===== src/tcc8_regs.svh =====
`ifndef TCC8_REGS_SVH
`define TCC8_REGS_SVH

// ----------------------------------------------------------------------------
// register offsets (byte address on the plain register port)
// ----------------------------------------------------------------------------
`define TCC8_ADR_CTRL_A      3'h0
`define TCC8_ADR_CTRL_B      3'h1
`define TCC8_ADR_COUNTER     3'h2
`define TCC8_ADR_CMP_A       3'h3
`define TCC8_ADR_CMP_B       3'h4
`define TCC8_ADR_FLAGS       3'h5
`define TCC8_ADR_MASK        3'h6

// ----------------------------------------------------------------------------
// field positions
// ----------------------------------------------------------------------------
// timer_control_a
`define TCC8_CA_WGM_LO       1:0
`define TCC8_CA_COMB         5:4
`define TCC8_CA_COMA         7:6
// timer_control_b
`define TCC8_CB_CS           2:0
`define TCC8_CB_WGM2         3
`define TCC8_CB_FOCB         6
`define TCC8_CB_FOCA         7
// flag and mask registers
`define TCC8_FL_OVF          0
`define TCC8_FL_CMPA         1
`define TCC8_FL_CMPB         2
`define TCC8_FL_MSB          2

// ----------------------------------------------------------------------------
// reset values and counter extremes
// ----------------------------------------------------------------------------
`define TCC8_RST_BYTE        8'h00
`define TCC8_RST_FLAGS       3'h0
`define TCC8_BOTTOM          8'h00
`define TCC8_MAX             8'hff

// ----------------------------------------------------------------------------
// prescaler taps: log2 of each division ratio
// ----------------------------------------------------------------------------
`define TCC8_PRE_BITS        10
`define TCC8_PRE_DIV8        4'h3
`define TCC8_PRE_DIV64       4'h6
`define TCC8_PRE_DIV256      4'h8
`define TCC8_PRE_DIV1024     4'ha

`endif


===== src/tcc8_pkg.sv =====
package tcc8_pkg;

    // ------------------------------------------------------------------------
    // clock source select codes
    // ------------------------------------------------------------------------
    typedef enum logic [2:0] {
        TCC8_CS_OFF     = 3'h0,
        TCC8_CS_DIV1    = 3'h1,
        TCC8_CS_DIV8    = 3'h2,
        TCC8_CS_DIV64   = 3'h3,
        TCC8_CS_DIV256  = 3'h4,
        TCC8_CS_DIV1024 = 3'h5,
        TCC8_CS_EXT_FALL= 3'h6,
        TCC8_CS_EXT_RISE= 3'h7
    } tcc8_cs_t;

    // ------------------------------------------------------------------------
    // waveform mode codes; 4 and 6 are reserved and behave as normal
    // ------------------------------------------------------------------------
    typedef enum logic [2:0] {
        TCC8_WGM_NORMAL   = 3'h0,
        TCC8_WGM_PC_MAX   = 3'h1,
        TCC8_WGM_CTC      = 3'h2,
        TCC8_WGM_FAST_MAX = 3'h3,
        TCC8_WGM_PC_CMPA  = 3'h5,
        TCC8_WGM_FAST_CMPA= 3'h7
    } tcc8_wgm_t;

    // ------------------------------------------------------------------------
    // waveform generator families
    // ------------------------------------------------------------------------
    typedef enum logic [1:0] {
        TCC8_KIND_NONPWM = 2'h0,
        TCC8_KIND_FAST   = 2'h1,
        TCC8_KIND_PHASE  = 2'h3
    } tcc8_kind_t;

endpackage


===== src/tcc8_tick_if.sv =====
interface tcc8_tick_if;
    logic [2:0] clock_source_select;
    logic       timer_tick;

    modport src (input clock_source_select, output timer_tick);
    modport snk (output clock_source_select, input timer_tick);
endinterface


===== src/tcc8_tick.sv =====
`include "tcc8_regs.svh"

module tcc8_tick (
    input  wire logic      clk_i,
    input  wire logic      rst_b_i,
    input  wire logic      external_count_pin_i,
    tcc8_tick_if.src       tk
);

    // ------------------------------------------------------------------------
    // free running prescaler
    // ------------------------------------------------------------------------
    logic [`TCC8_PRE_BITS-1:0] pre_ff;
    logic [2:0]                pin_sync_ff;
    wire  logic                pin_rise;
    wire  logic                pin_fall;

    function automatic logic tcc8_tap(input logic [`TCC8_PRE_BITS-1:0] p, input logic [3:0] n);
        logic [`TCC8_PRE_BITS:0] m;
        m = ({{`TCC8_PRE_BITS{1'b0}}, 1'b1} << n) - {{`TCC8_PRE_BITS{1'b0}}, 1'b1};
        return (p & m[`TCC8_PRE_BITS-1:0]) == m[`TCC8_PRE_BITS-1:0];
    endfunction

    always_ff @(posedge clk_i or negedge rst_b_i) begin
        if (!rst_b_i) begin
            pre_ff <= '0;
        end else begin
            pre_ff <= pre_ff + {{(`TCC8_PRE_BITS-1){1'b0}}, 1'b1};
        end
    end

    // ------------------------------------------------------------------------
    // external pin: two-stage synchroniser, third stage for edge detection
    // ------------------------------------------------------------------------
    always_ff @(posedge clk_i or negedge rst_b_i) begin
        if (!rst_b_i) begin
            pin_sync_ff <= 3'h0;
        end else begin
            pin_sync_ff <= {pin_sync_ff[1:0], external_count_pin_i};
        end
    end

    assign pin_rise = pin_sync_ff[1] & ~pin_sync_ff[2];
    assign pin_fall = ~pin_sync_ff[1] & pin_sync_ff[2];

    // ------------------------------------------------------------------------
    // tick select: one-cycle enable, never more than one per clock
    // ------------------------------------------------------------------------
    always_comb begin
        case (tcc8_pkg::tcc8_cs_t'(tk.clock_source_select))
            tcc8_pkg::TCC8_CS_OFF:      tk.timer_tick = 1'b0;
            tcc8_pkg::TCC8_CS_DIV1:     tk.timer_tick = 1'b1;
            tcc8_pkg::TCC8_CS_DIV8:     tk.timer_tick = tcc8_tap(pre_ff, `TCC8_PRE_DIV8);
            tcc8_pkg::TCC8_CS_DIV64:    tk.timer_tick = tcc8_tap(pre_ff, `TCC8_PRE_DIV64);
            tcc8_pkg::TCC8_CS_DIV256:   tk.timer_tick = tcc8_tap(pre_ff, `TCC8_PRE_DIV256);
            tcc8_pkg::TCC8_CS_DIV1024:  tk.timer_tick = tcc8_tap(pre_ff, `TCC8_PRE_DIV1024);
            tcc8_pkg::TCC8_CS_EXT_FALL: tk.timer_tick = pin_fall;
            tcc8_pkg::TCC8_CS_EXT_RISE: tk.timer_tick = pin_rise;
            default:                    tk.timer_tick = 1'b0;
        endcase
    end
endmodule // tcc8_tick


===== src/tcc8_core.sv =====
// Functional notes
// - counter and compares: eight-bit, read/write
// - three flags, one mask bit each
// - tick from prescaler or external pin edge
// - source select zero stops all ticks
// - both compares checked on each tick, except the tick after a counter write
// - compare match sets its flag
// - bottom is 0x00, max is 0xff
// - top is 0xff or compare A
// - each tick clears, increments or decrements
// - counter accessible with or without ticks
// - counter write beats count or clear
// - mode field split across both controls
// - overflow flag set where mode says
// - two waveform outputs, pwm or frequency
// - internal top and bottom indications
// - compare flag set on following tick
// - flag cleared by service or one-write
// - normal mode wraps, overflow at zero
// - ctc clears counter at compare A
`include "tcc8_regs.svh"

module tcc8_core (
    input  wire logic       clk_i,
    input  wire logic       rst_b_i,
    input  wire logic [2:0] addr_i,
    input  wire logic [7:0] wdata_i,
    input  wire logic       wr_i,
    input  wire logic       rd_i,
    output logic      [7:0] rdata_o,
    input  wire logic       external_count_pin_i,
    input  wire logic [2:0] int_ack_i,
    output logic      [2:0] int_req_o,
    output logic            compare_output_a_o,
    output logic            compare_output_b_o
);

    // ------------------------------------------------------------------------
    // registers
    // ------------------------------------------------------------------------
    logic [7:0]              ctla_ff;
    logic [3:0]              ctlb_ff;
    logic [7:0]              counter_value_ff;
    logic [7:0]              bufa_ff;
    logic [7:0]              bufb_ff;
    logic [7:0]              compare_value_a_ff;
    logic [7:0]              compare_value_b_ff;
    logic [`TCC8_FL_MSB:0]   flags_ff;
    logic [`TCC8_FL_MSB:0]   mask_ff;
    logic                    down_ff;
    logic                    block_ff;
    logic [7:0]              rdata_ff;
    logic [2:0]              int_req_ff;
    logic                    oca_ff;
    logic                    ocb_ff;

    // ------------------------------------------------------------------------
    // tick source
    // ------------------------------------------------------------------------
    tcc8_tick_if tick_if ();

    tcc8_tick u_tick (
        .clk_i                (clk_i),
        .rst_b_i              (rst_b_i),
        .external_count_pin_i (external_count_pin_i),
        .tk                   (tick_if)
    );

    wire logic [2:0] clock_source_select = ctlb_ff[`TCC8_CB_CS];
    assign tick_if.clock_source_select = clock_source_select;
    wire logic       timer_tick          = tick_if.timer_tick;

    // ------------------------------------------------------------------------
    // bus decode
    // ------------------------------------------------------------------------
    wire logic wr_ctla = wr_i && addr_i == `TCC8_ADR_CTRL_A;
    wire logic wr_ctlb = wr_i && addr_i == `TCC8_ADR_CTRL_B;
    wire logic wr_cnt  = wr_i && addr_i == `TCC8_ADR_COUNTER;
    wire logic wr_cmpa = wr_i && addr_i == `TCC8_ADR_CMP_A;
    wire logic wr_cmpb = wr_i && addr_i == `TCC8_ADR_CMP_B;
    wire logic wr_flag = wr_i && addr_i == `TCC8_ADR_FLAGS;
    wire logic wr_mask = wr_i && addr_i == `TCC8_ADR_MASK;

    // ------------------------------------------------------------------------
    // mode decode
    // ------------------------------------------------------------------------
    function automatic tcc8_pkg::tcc8_kind_t tcc8_kind(input logic [2:0] m);
        if (m[0] && m[1]) begin
            return tcc8_pkg::TCC8_KIND_FAST;
        end else if (m[0]) begin
            return tcc8_pkg::TCC8_KIND_PHASE;
        end else begin
            return tcc8_pkg::TCC8_KIND_NONPWM;
        end
    endfunction

    wire logic [2:0] waveform_mode = {ctlb_ff[`TCC8_CB_WGM2], ctla_ff[`TCC8_CA_WGM_LO]};
    wire tcc8_pkg::tcc8_kind_t kind = tcc8_kind(waveform_mode);
    wire logic is_ctc   = waveform_mode == tcc8_pkg::TCC8_WGM_CTC;
    wire logic is_pwm   = kind != tcc8_pkg::TCC8_KIND_NONPWM;
    wire logic is_phase = kind == tcc8_pkg::TCC8_KIND_PHASE;
    wire logic top_cmpa = is_ctc || (waveform_mode[2] && waveform_mode[0]);

    // ------------------------------------------------------------------------
    // top / bottom / max and compare detection
    // ------------------------------------------------------------------------
    wire logic [7:0] top_value = top_cmpa ? compare_value_a_ff : `TCC8_MAX;
    wire logic at_top    = counter_value_ff == top_value;
    wire logic at_bottom = counter_value_ff == `TCC8_BOTTOM;
    wire logic at_max    = counter_value_ff == `TCC8_MAX;
    wire logic match_a   = counter_value_ff == compare_value_a_ff;
    wire logic match_b   = counter_value_ff == compare_value_b_ff;
    wire logic count_go  = timer_tick && !wr_cnt;

    // ------------------------------------------------------------------------
    // counter next state
    // ------------------------------------------------------------------------
    logic [7:0] step_value;
    logic       step_down;

    always_comb begin
        step_down = 1'b0;
        if (!is_phase) begin
            step_value = at_top ? `TCC8_BOTTOM : counter_value_ff + 8'h01;
        end else if (!down_ff) begin
            step_down  = at_top;
            step_value = at_top ? counter_value_ff - 8'h01 : counter_value_ff + 8'h01;
        end else begin
            step_down  = !at_bottom;
            step_value = at_bottom ? counter_value_ff + 8'h01 : counter_value_ff - 8'h01;
        end
    end

    wire logic [7:0] nxt_counter = wr_cnt ? wdata_i : (count_go ? step_value : counter_value_ff);
    wire logic       nxt_down    = is_phase && (count_go ? step_down : down_ff);

    // overflow: at max in ctc, at the turn at bottom in phase correct, else when wrapping to zero
    wire logic ovf_evt = count_go && (is_ctc ? at_max :
                         is_phase ? (down_ff && at_bottom) : at_top);

    // a counter write blocks matches until the next tick has passed
    wire logic cmpa_evt = timer_tick && match_a && !block_ff && !wr_cnt;
    wire logic cmpb_evt = timer_tick && match_b && !block_ff && !wr_cnt;

    // ------------------------------------------------------------------------
    // compare registers: buffered in pwm modes, updated at top
    // ------------------------------------------------------------------------
    wire logic [7:0] nxt_bufa = wr_cmpa ? wdata_i : bufa_ff;
    wire logic [7:0] nxt_bufb = wr_cmpb ? wdata_i : bufb_ff;
    wire logic       cmp_load = !is_pwm || (count_go && at_top);

    // ------------------------------------------------------------------------
    // flags: a set in the same cycle as a clear wins
    // ------------------------------------------------------------------------
    wire logic [2:0] flag_set = {cmpb_evt, cmpa_evt, ovf_evt};
    wire logic [2:0] flag_clr = (wr_flag ? wdata_i[`TCC8_FL_MSB:0] : 3'h0) | int_ack_i;
    wire logic [2:0] nxt_flags = (flags_ff & ~flag_clr) | flag_set;
    wire logic [2:0] nxt_mask  = wr_mask ? wdata_i[`TCC8_FL_MSB:0] : mask_ff;

    // ------------------------------------------------------------------------
    // waveform generators
    // ------------------------------------------------------------------------
    function automatic logic tcc8_oc_next(
        input logic                 cur,
        input logic [1:0]           com,
        input tcc8_pkg::tcc8_kind_t k,
        input logic                 match,
        input logic                 wrap,
        input logic                 down
    );
        logic res;
        res = cur;
        case (k)
            tcc8_pkg::TCC8_KIND_NONPWM: begin
                if (match) begin
                    res = (com == 2'h1) ? ~cur : (com == 2'h2) ? 1'b0 : (com == 2'h3) ? 1'b1 : cur;
                end
            end
            tcc8_pkg::TCC8_KIND_FAST: begin
                if (match && com[1]) begin
                    res = com[0];
                end else if (wrap && com[1]) begin
                    res = ~com[0];
                end
            end
            tcc8_pkg::TCC8_KIND_PHASE: begin
                if (match && com[1]) begin
                    res = com[0] ^ down;
                end
            end
            default: res = cur;
        endcase
        return res;
    endfunction

    // force strobes act only outside pwm and do not touch flags or counter
    wire logic force_a = wr_ctlb && wdata_i[`TCC8_CB_FOCA] && !is_pwm;
    wire logic force_b = wr_ctlb && wdata_i[`TCC8_CB_FOCB] && !is_pwm;
    wire logic wrap    = count_go && at_top;

    wire logic nxt_oca = tcc8_oc_next(oca_ff, ctla_ff[`TCC8_CA_COMA], kind,
                                      cmpa_evt || force_a, wrap, down_ff);
    wire logic nxt_ocb = tcc8_oc_next(ocb_ff, ctla_ff[`TCC8_CA_COMB], kind,
                                      cmpb_evt || force_b, wrap, down_ff);

    // ------------------------------------------------------------------------
    // read mux
    // ------------------------------------------------------------------------
    logic [7:0] rd_mux;

    always_comb begin
        case (addr_i)
            `TCC8_ADR_CTRL_A:  rd_mux = ctla_ff;
            `TCC8_ADR_CTRL_B:  rd_mux = {4'h0, ctlb_ff};
            `TCC8_ADR_COUNTER: rd_mux = counter_value_ff;
            `TCC8_ADR_CMP_A:   rd_mux = bufa_ff;
            `TCC8_ADR_CMP_B:   rd_mux = bufb_ff;
            `TCC8_ADR_FLAGS:   rd_mux = {5'h00, flags_ff};
            `TCC8_ADR_MASK:    rd_mux = {5'h00, mask_ff};
            default:           rd_mux = 8'h00;
        endcase
    end

    // ------------------------------------------------------------------------
    // state
    // ------------------------------------------------------------------------
    always_ff @(posedge clk_i or negedge rst_b_i) begin
        if (!rst_b_i) begin
            ctla_ff            <= `TCC8_RST_BYTE;
            ctlb_ff            <= 4'h0;
            counter_value_ff   <= `TCC8_RST_BYTE;
            bufa_ff            <= `TCC8_RST_BYTE;
            bufb_ff            <= `TCC8_RST_BYTE;
            compare_value_a_ff <= `TCC8_RST_BYTE;
            compare_value_b_ff <= `TCC8_RST_BYTE;
            down_ff            <= 1'b0;
            block_ff           <= 1'b0;
        end else begin
            ctla_ff            <= wr_ctla ? wdata_i : ctla_ff;
            ctlb_ff            <= wr_ctlb ? wdata_i[3:0] : ctlb_ff;
            counter_value_ff   <= nxt_counter;
            bufa_ff            <= nxt_bufa;
            bufb_ff            <= nxt_bufb;
            compare_value_a_ff <= cmp_load ? nxt_bufa : compare_value_a_ff;
            compare_value_b_ff <= cmp_load ? nxt_bufb : compare_value_b_ff;
            down_ff            <= nxt_down;
            block_ff           <= wr_cnt || (block_ff && !timer_tick);
        end
    end

    always_ff @(posedge clk_i or negedge rst_b_i) begin
        if (!rst_b_i) begin
            flags_ff   <= `TCC8_RST_FLAGS;
            mask_ff    <= `TCC8_RST_FLAGS;
            int_req_ff <= 3'h0;
            oca_ff     <= 1'b0;
            ocb_ff     <= 1'b0;
            rdata_ff   <= 8'h00;
        end else begin
            flags_ff   <= nxt_flags;
            mask_ff    <= nxt_mask;
            int_req_ff <= nxt_flags & nxt_mask;
            oca_ff     <= nxt_oca;
            ocb_ff     <= nxt_ocb;
            rdata_ff   <= rd_i ? rd_mux : 8'h00;
        end
    end

    assign rdata_o            = rdata_ff;
    assign int_req_o          = int_req_ff;
    assign compare_output_a_o = oca_ff;
    assign compare_output_b_o = ocb_ff;
endmodule // tcc8_core


===== config.mk =====
export PLATFORM = sky130hd
export DESIGN_NAME = tcc8_core
export DESIGN_NICKNAME = d
export VERILOG_FILES = /design/src/tcc8_pkg.sv /design/src/tcc8_tick_if.sv /design/src/tcc8_tick.sv /design/src/tcc8_core.sv
export VERILOG_INCLUDE_DIRS = /design/src
export SDC_FILE = /design/constraint.sdc
export NUM_CORES = 1
export LEC_CHECK = 0
export ABC_CLOCK_PERIOD_IN_PS = 2800
export CAP_MARGIN = 20
export CORE_MARGIN = 4
export CORE_UTILIZATION = 45
export CTS_CLUSTER_DIAMETER = 40
export DETAILED_ROUTE_END_ITERATION = 6
export DONT_BUFFER_PORTS = 1
export PLACE_DENSITY = 0.68
export SLEW_MARGIN = 5
export SYNTH_ARGS = -nofsm -noshare
export SYNTH_HDL_FRONTEND = slang
export SYNTH_SLANG_ARGS = --single-unit

===== constraint.sdc =====
create_clock -name clk_i -period 2.8 [get_ports clk_i]
set_input_delay 0.14 -clock clk_i [delete_from_list [all_inputs] [get_ports clk_i]]
set_output_delay 0.14 -clock clk_i [all_outputs]
set_load 0.02 [all_outputs]

==> metrics.yaml, run 1 <==
outcome:
  status: "completed"
floorplan:
  die_h_um: 111
  row_count: 37
  core_sq_mm: 0.0103
  start_util_pct: 46.4
  die-area_sq_mm: 0.0124
  die_x_um: 111
  num_io_pins: 32
synth:
  synthesis.nets: 485
  synth_cells: 459
  synth_compound_area_share_pct: 13.5
  syn_area_sq_mm: 0.00479
  yosys_warnings: 0
  synth_simple_gate_area_share_pct: 17.0
  async_flop_share_pct: 100
  synthMuxAreaShare_pct: 13.6
  synth-main-ff-cell: "dfrtp_1"
  ys_ff_latch: 86
  synth.distinct_cells: 66
  synth.avg_cell_area_sq_um: 10.4
  synth_edf_count: 0
  yosys.area_share.xor_xnor_pct: 5.83
  synth_top_family_by_area: "simple AND/OR/NAND/NOR gates"
  synth_seq_area_share_pct: 44.9
  synth_fa_ha_area_share_pct: 1.83
timing:
  fin_crit_ns: 2.60
  worstMarginPinSlew_ns: 0.760
  slew_headroom_pct: 49.1
  setup_viol: 0
  hold_viol_final: 0
  tns_ns: 0
  fin_crit_sh_pct: 93.0
  drv_slew: 0
  max_clock_freq_mhz: 384
  rsz0062_at_grt: "no"
  skew_ns: 0.0204
drt:
  post-route-drc-count: 0
  dr_total_vias: 3700
  wirelength_mm: 12.6
  drt_iter0_drc: 383
  routedWlPerCell_um: 20.6
  ant_nets: 0
  dr.pass1.iters: 5
  vias_per_cell: 6.05
global_route:
  globalRouteOverflowTotal: 0
  grt_usage_pct: 20.8
  grt_pass1_wl_mm: 20.2
  antenna_found_initial: 1
  grt_pass1_vias: 3683
  grt_max_degree: 87
placed_design:
  place_congestion: 0.981
  dpl.hpwl_mm: 8.82
  port_buffers: 0
power:
  ir_worst_vdd_mv: 0.300
  power.density_mw_per_mm2: 785
  leakagePower_nw: 2.19
  total_power_mw: 4.14
clocking:
  clock-sinks: 86
  post-cts-setup-buffer-count: 0
  clock_latency_ns: 0.38
  cts.reportedPaths.clkPinSlew_ns: 0.10
  cts_root_buf: "clkbuf_8"
  htreeDepth: 3
  clock_path_buffers: 2
  cts_made_buffers: 9
  cts_tree: "done"
cells_and_area:
  final_net_count: 497
  drive_above_1_share_pct: 19.3
  area_growth_pct: 10.2
  diodes: 0
setup_path:
  reg2reg_to: "compare_value_a_ff[1]$_DFFE_PN0P_"
  cp-startpoint: "counter_value_ff[7]$_DFFE_PN0P_"
  r2r_cells: 6
  endpoint: "compare_value_a_ff[1]$_DFFE_PN0P_"
  required_ns: 3.05
  r2r_slack_ns: 0.20
  end_kind: "register"
  startpoint_type: "register"
  cp_max_fo: 16
  r2r-start: "counter_value_ff[7]$_DFFE_PN0P_"
  cp.arrival_ns: 2.85
  worst-setup-path-type: "register to register"
flow_run:
  drv_cap: 0
min_path:
  hold_class: "input port to register"
worst max-delay path, stage by stage, from the launching register on:
cell and delay (ns):
dfrtp_1 0.60, xor2_1 0.17, nor4_4 0.32, nand2_2 0.12
mux2_4 0.33, o21ai_4 0.51, mux2_2 0.41
cells by family (layout without fill, tap and decap cells):
group                    after synthesis  count (layout)
AND/OR/NAND/NOR                      156             156
AO/OA/AOI/OAI                         88              88
flip-flops                            86              86
multiplexers                          57              57
buffers and inverters                 34              51
XOR/XNOR                              31              31
adder cells (fa/ha/maj)                7               7
final cells by class:
type | instances | area, sq um
Tap cell | 136 | 170
Sequential cell | 86 | 2150
Multi-Input combinational cell | 339 | 2470
Clock inverter | 7 | 80.1
Clock buffer | 9 | 124
Fill cell | 885 | 5050
Timing Repair Buffer | 24 | 235
Inverter | 11 | 41.3
layout by cell type, fill, tap and decap left out, types with 5 or more instances in the layout:
cell type      synthesis  layout
nand3_1               24      24
o21a_1                 5       5
nor2_1                33      33
o21ai_0               23      23
buf_4                  0       9
nand2b_1               6       6
a21oi_1               10      10
nand4_1                5       5
clkbuf_8               0       9
ha_1                   7       7
nor2b_1                9       9
dlygate4sd3_1          0      14
mux2i_1                9       9
and2_1                11      11
dfrtp_1               86      86
mux2_2                42      42
xnor2_1               14      14
a31oi_1                9       9
xor2_1                16      16
nand2_1               38      38
nor3_1                 8       8
inv_1                 11      11
routing by layer:
metal | vias to the layer above | GRT usage, % | part of all wire, %
met5 | - | 0 | 0.10
met4 | 2 | 8.27 | 3.3
met3 | 33 | 4.75 | 7.5
met2 | 160 | 33.0 | 47
met1 | 1828 | 27.7 | 42
li1 | 1677 | - | -
state kept, by name (all words and copies together), names as in the netlist, 3 cells and up:
register,flops
compare_value_b_ff,8
bufb_ff,8
counter_value_ff,8
ctla_ff,8
rdata_o,8
int_req_o,3
compare_value_a_ff,8
bufa_ff,8
flags_ff,3
mask_ff,3
ctlb_ff,4
u_tick.pin_sync_ff,3
u_tick.pre_ff,10
cells in the mapped netlist (2+ instances only):
master,count,area (sq um)
nor2b_1,9,56.3
nor3_1,8,40.0
o221ai_1,2,17.5
a21oi_1,10,50.1
buf_6,4,45.0
mux2i_1,9,90.1
a31oi_1,9,56.3
o21a_1,5,37.5
nand2_1,38,143
nand3_1,24,120
or2_2,3,18.8
mux2_1,3,33.8
nand2b_1,6,37.5
o221a_2,2,22.5
o22ai_1,2,12.5
a21boi_0,2,15.0
nand4_1,5,31.3
nor2_1,33,124
buf_2,5,25.0
dfrtp_1,86,2150
clkbuf_1,14,52.6
nor3b_1,2,15.0
o21ai_0,23,115
a22oi_1,2,15.0
nor4_4,2,42.5
nand3b_1,3,22.5
inv_1,11,41.3
xor2_1,16,140
a221oi_1,3,26.3
o311ai_0,2,17.5
nor4_1,3,18.8
ha_1,7,87.6
and3_1,3,18.8
o31ai_1,2,15.0
mux2_4,2,30.0
xnor2_1,14,123
a221o_1,2,20.0
and2_1,11,68.8
o32a_1,2,20.0
o21bai_1,3,22.5
mux2_2,42,473
worst min-delay path by stage:
stage,to,cells past startpoint,slack [ns],startpoint
after floorplan,block_ff$_DFF_PN0_,0,-0.16,rst_b_i
after global placement,mask_ff[0]$_DFF_PN0_,0,-0.15,rst_b_i
after detailed placement,mask_ff[0]$_DFF_PN0_,0,-0.15,rst_b_i
after CTS,rdata_o[4]$_DFF_PN0_,2,0.007,addr_i[2]
after global routing,rdata_o[2]$_DFF_PN0_,2,0.009,addr_i[2]
final,rdata_o[6]$_DFF_PN0_,2,0.02,addr_i[2]
through the flow:
step	cell area [sq um]	setup slack (ns)	std cells	utilization (%)	hold WS (ns)
3_5_place_dp	4900	0.246	581	47.5	-0.153
2_1_floorplan	4790	0.560	459	-	-0.156
5_1_grt	5280	0.0638	612	51.1	0.00872
4_1_cts	5280	0.227	612	51.1	0.00677
3_3_place_gp	4900	0.307	581	47.5	-0.154
6_report	5280	0.196	612	51.1	0.0201
power breakdown:
part	total (mW)	switching [mW]	internal (mW)	leakage [nW]
logic	1.34	0.708	0.632	1.03
clock network	0.919	0.497	0.422	0.0964
registers	1.88	0.365	1.52	1.06
total	4.14	1.57	2.57	2.19
repair_timing:
item                       CTS  global route
hold buffers                15             0
hold endpoints to repair   134             0
setup endpoints to repair    0             0
resized for setup            0             0
(Power assumes the default switching activity.)
==> run 2: changes to the inputs <==
--- a/config.mk
+++ b/config.mk
@@ -13,6 +13,7 @@
 export CTS_CLUSTER_DIAMETER = 40
 export DETAILED_ROUTE_END_ITERATION = 6
 export DONT_BUFFER_PORTS = 1
+export HOLD_SLACK_MARGIN = 0.1
 export PLACE_DENSITY = 0.68
 export SLEW_MARGIN = 5
 export SYNTH_ARGS = -nofsm -noshare
==> run 2 against run 1 <==
Clock power hardly changed. Sequential power hardly changed. Largest power group unchanged. Largest cell class unchanged. Wire length is 1.5% higher. Register-to-register slack better by 0.02 ns. Core utilization is 0.39 points higher. Critical path type unchanged.
==> metrics.yaml, run 2 (synthesis results as in run 1) <==
outcome:
  status: "completed"  # unchanged
cells_and_area:
  final_cell_mix: "86 x dfrtp_1, 42 x mux2_2, 38 x nand2_1"  # unchanged
  area_growth_pct: 11.0  # was 10.2%
  largest_reg_flops: 10  # unchanged
  final_net_count: 501  # was 497
  layout.cell_area.non_filler_sq_mm: 0.00532  # was 0.00528 sq mm
  layout_commonest_cell: "dfrtp_1"  # unchanged
  diodes: 0  # unchanged
  top_register: "u_tick.pre_ff"  # unchanged
  fin_util_pct: 51.5  # was 51.1%
  drive_above_1_share_pct: 19.2  # was 19.3%
  fillers: 884  # was 885
timing:
  rsz0062_at_grt: "no"  # unchanged
  worstMarginPinSlew_ns: 0.780  # was 0.760 ns
  fin_crit_ns: 2.59  # was 2.60 ns
  fin_crit_sh_pct: 92.4  # was 93.0%
  skew_ns: 0.0252  # was 0.0204 ns
  drv_slew: 0  # unchanged
  slew_headroom_pct: 47.7  # was 49.1%
  max_clock_freq_mhz: 387  # was 384 MHz
  setup_viol: 0  # unchanged
  hold_viol_final: 0  # unchanged
  tns_ns: 0  # unchanged
floorplan:
  die_x_um: 111  # unchanged
  num_io_pins: 32  # unchanged
  die-area_sq_mm: 0.0124  # unchanged
  core_sq_mm: 0.0103  # unchanged
  start_util_pct: 46.4  # unchanged
  row_count: 37  # unchanged
  die_h_um: 111  # unchanged
placed_design:
  place_congestion: 0.981  # unchanged
  dpl.hpwl_mm: 8.82  # unchanged
  port_buffers: 0  # unchanged
  placed_area_sq_mm: 0.00490  # unchanged
power:
  total_power_mw: 4.16  # was 4.14 mW
  leakagePower_nw: 2.21  # was 2.19 nW
  ir_worst_vdd_mv: 0.301  # was 0.300 mV
  power.density_mw_per_mm2: 782  # was 785 mW/mm^2
clocking:
  clock-sinks: 86  # unchanged
  clock_latency_ns: 0.38  # about the same
  cts_made_buffers: 9  # unchanged
  post-cts-setup-buffer-count: 0  # unchanged
  cts_root_buf: "clkbuf_8"  # unchanged
  cts.reportedPaths.clkPinSlew_ns: 0.09  # was 0.10 ns
  clock_path_buffers: 2  # unchanged
  cts_tree: "done"  # unchanged
  htreeDepth: 3  # unchanged
min_path:
  hold_class: "input port to register"  # unchanged
setup_path:
  r2r-start: "counter_value_ff[2]$_DFFE_PN0P_"  # was counter_value_ff[7]$_DFFE_PN0P_
  reg2reg_to: "compare_value_a_ff[1]$_DFFE_PN0P_"  # unchanged
  required_ns: 3.05  # about the same
  r2r_cells: 6  # unchanged
  startpoint_type: "register"  # unchanged
  cp.arrival_ns: 2.83  # was 2.85 ns
  end_kind: "register"  # unchanged
  cp-startpoint: "counter_value_ff[2]$_DFFE_PN0P_"  # was counter_value_ff[7]$_DFFE_PN0P_
  r2r_slack_ns: 0.21  # was 0.20 ns
  endpoint: "compare_value_a_ff[1]$_DFFE_PN0P_"  # unchanged
  cp_max_fo: 16  # unchanged
  worst-setup-path-type: "register to register"  # unchanged
global_route:
  grt_pass1_vias: 3692  # was 3683
  globalRouteOverflowTotal: 0  # unchanged
  grt_usage_pct: 21.2  # was 20.8%
  antenna_found_initial: 0  # was 1
  grt_pass1_wl_mm: 20.5  # was 20.2 mm
  grt_max_degree: 87  # unchanged
drt:
  ant_nets: 0  # unchanged
  wirelength_mm: 12.8  # was 12.6 mm
  dr_total_vias: 3753  # was 3700
  vias_per_cell: 6.09  # was 6.05
  drt_iter0_drc: 374  # was 383
  post-route-drc-count: 0  # unchanged
  routedWlPerCell_um: 20.8  # was 20.6 um
  dr.pass1.iters: 5  # unchanged
flow_run:
  drv_cap: 0  # unchanged
## run 2: cell types whose count changed in the layout (fill, tap and decap cells not counted)
cell / previous run / this run
dlygate4sd3_1: 14 / 18
## run 2: per-layer routing
metal	routed length [um]	track usage (%)
met1	5370	28.7
met2	6010	33.4
met3	1050	4.53
met4	370	7.87
met5	0	0
## run 2: power breakdown
part / leakage, nW / internal, mW / total (mW) / switching [mW]
logic: 1.05 / 0.639 / 1.36 / 0.717
clock network: 0.0964 / 0.422 / 0.921 / 0.499
registers: 1.06 / 1.52 / 1.88 / 0.363
## run 2: worst min path at each step
stage / start / end / slack [ns] / cells after the start
floorplan: rst_b_i / block_ff$_DFF_PN0_ / -0.16 / 0
finish: addr_i[0] / rdata_o[4]$_DFF_PN0_ / 0.12 / 3
detailed placement: rst_b_i / mask_ff[0]$_DFF_PN0_ / -0.15 / 0
global placement: rst_b_i / mask_ff[0]$_DFF_PN0_ / -0.15 / 0
global route: wdata_i[0] / flags_ff[0]$_DFF_PN0_ / 0.10 / 2
CTS: addr_i[0] / rdata_o[4]$_DFF_PN0_ / 0.10 / 3
## run 2: what timing repair did
action	4_1_cts	5_1_grt
hold buffers	19	0
gates resized for setup	0	0
hold endpoints to repair	155	0
## run 2: layout make-up
type | count | area, sq um | area share, %
multi-input cells | 339 | 2470 | 46.5
flip-flops and latches | 86 | 2150 | 40.5
repair buffers | 28 | 275 | 5.18
inverters | 11 | 41.3 | 0.777
clock inverters | 7 | 80.1 | 1.51
clock buffers | 9 | 124 | 2.33
well taps | 136 | 170 | 3.20
## run 2: metrics by stage
stage	instances	hold WS (ns)	worst slack, ns
after floorplan	459	-0.156	0.560
after CTS	616	0.100	0.227
after global routing	616	0.101	0.0638
after detailed placement	581	-0.153	0.246
final	616	0.116	0.214
after global placement	581	-0.154	0.307
## run 2: critical path, cell delays in order, from the launching register on
cell,delay [ns]
dfrtp_1,0.65
xor2_1,0.19
nor4_4,0.26
nand2_2,0.13
mux2_4,0.33
o21ai_4,0.51
mux2_2,0.41
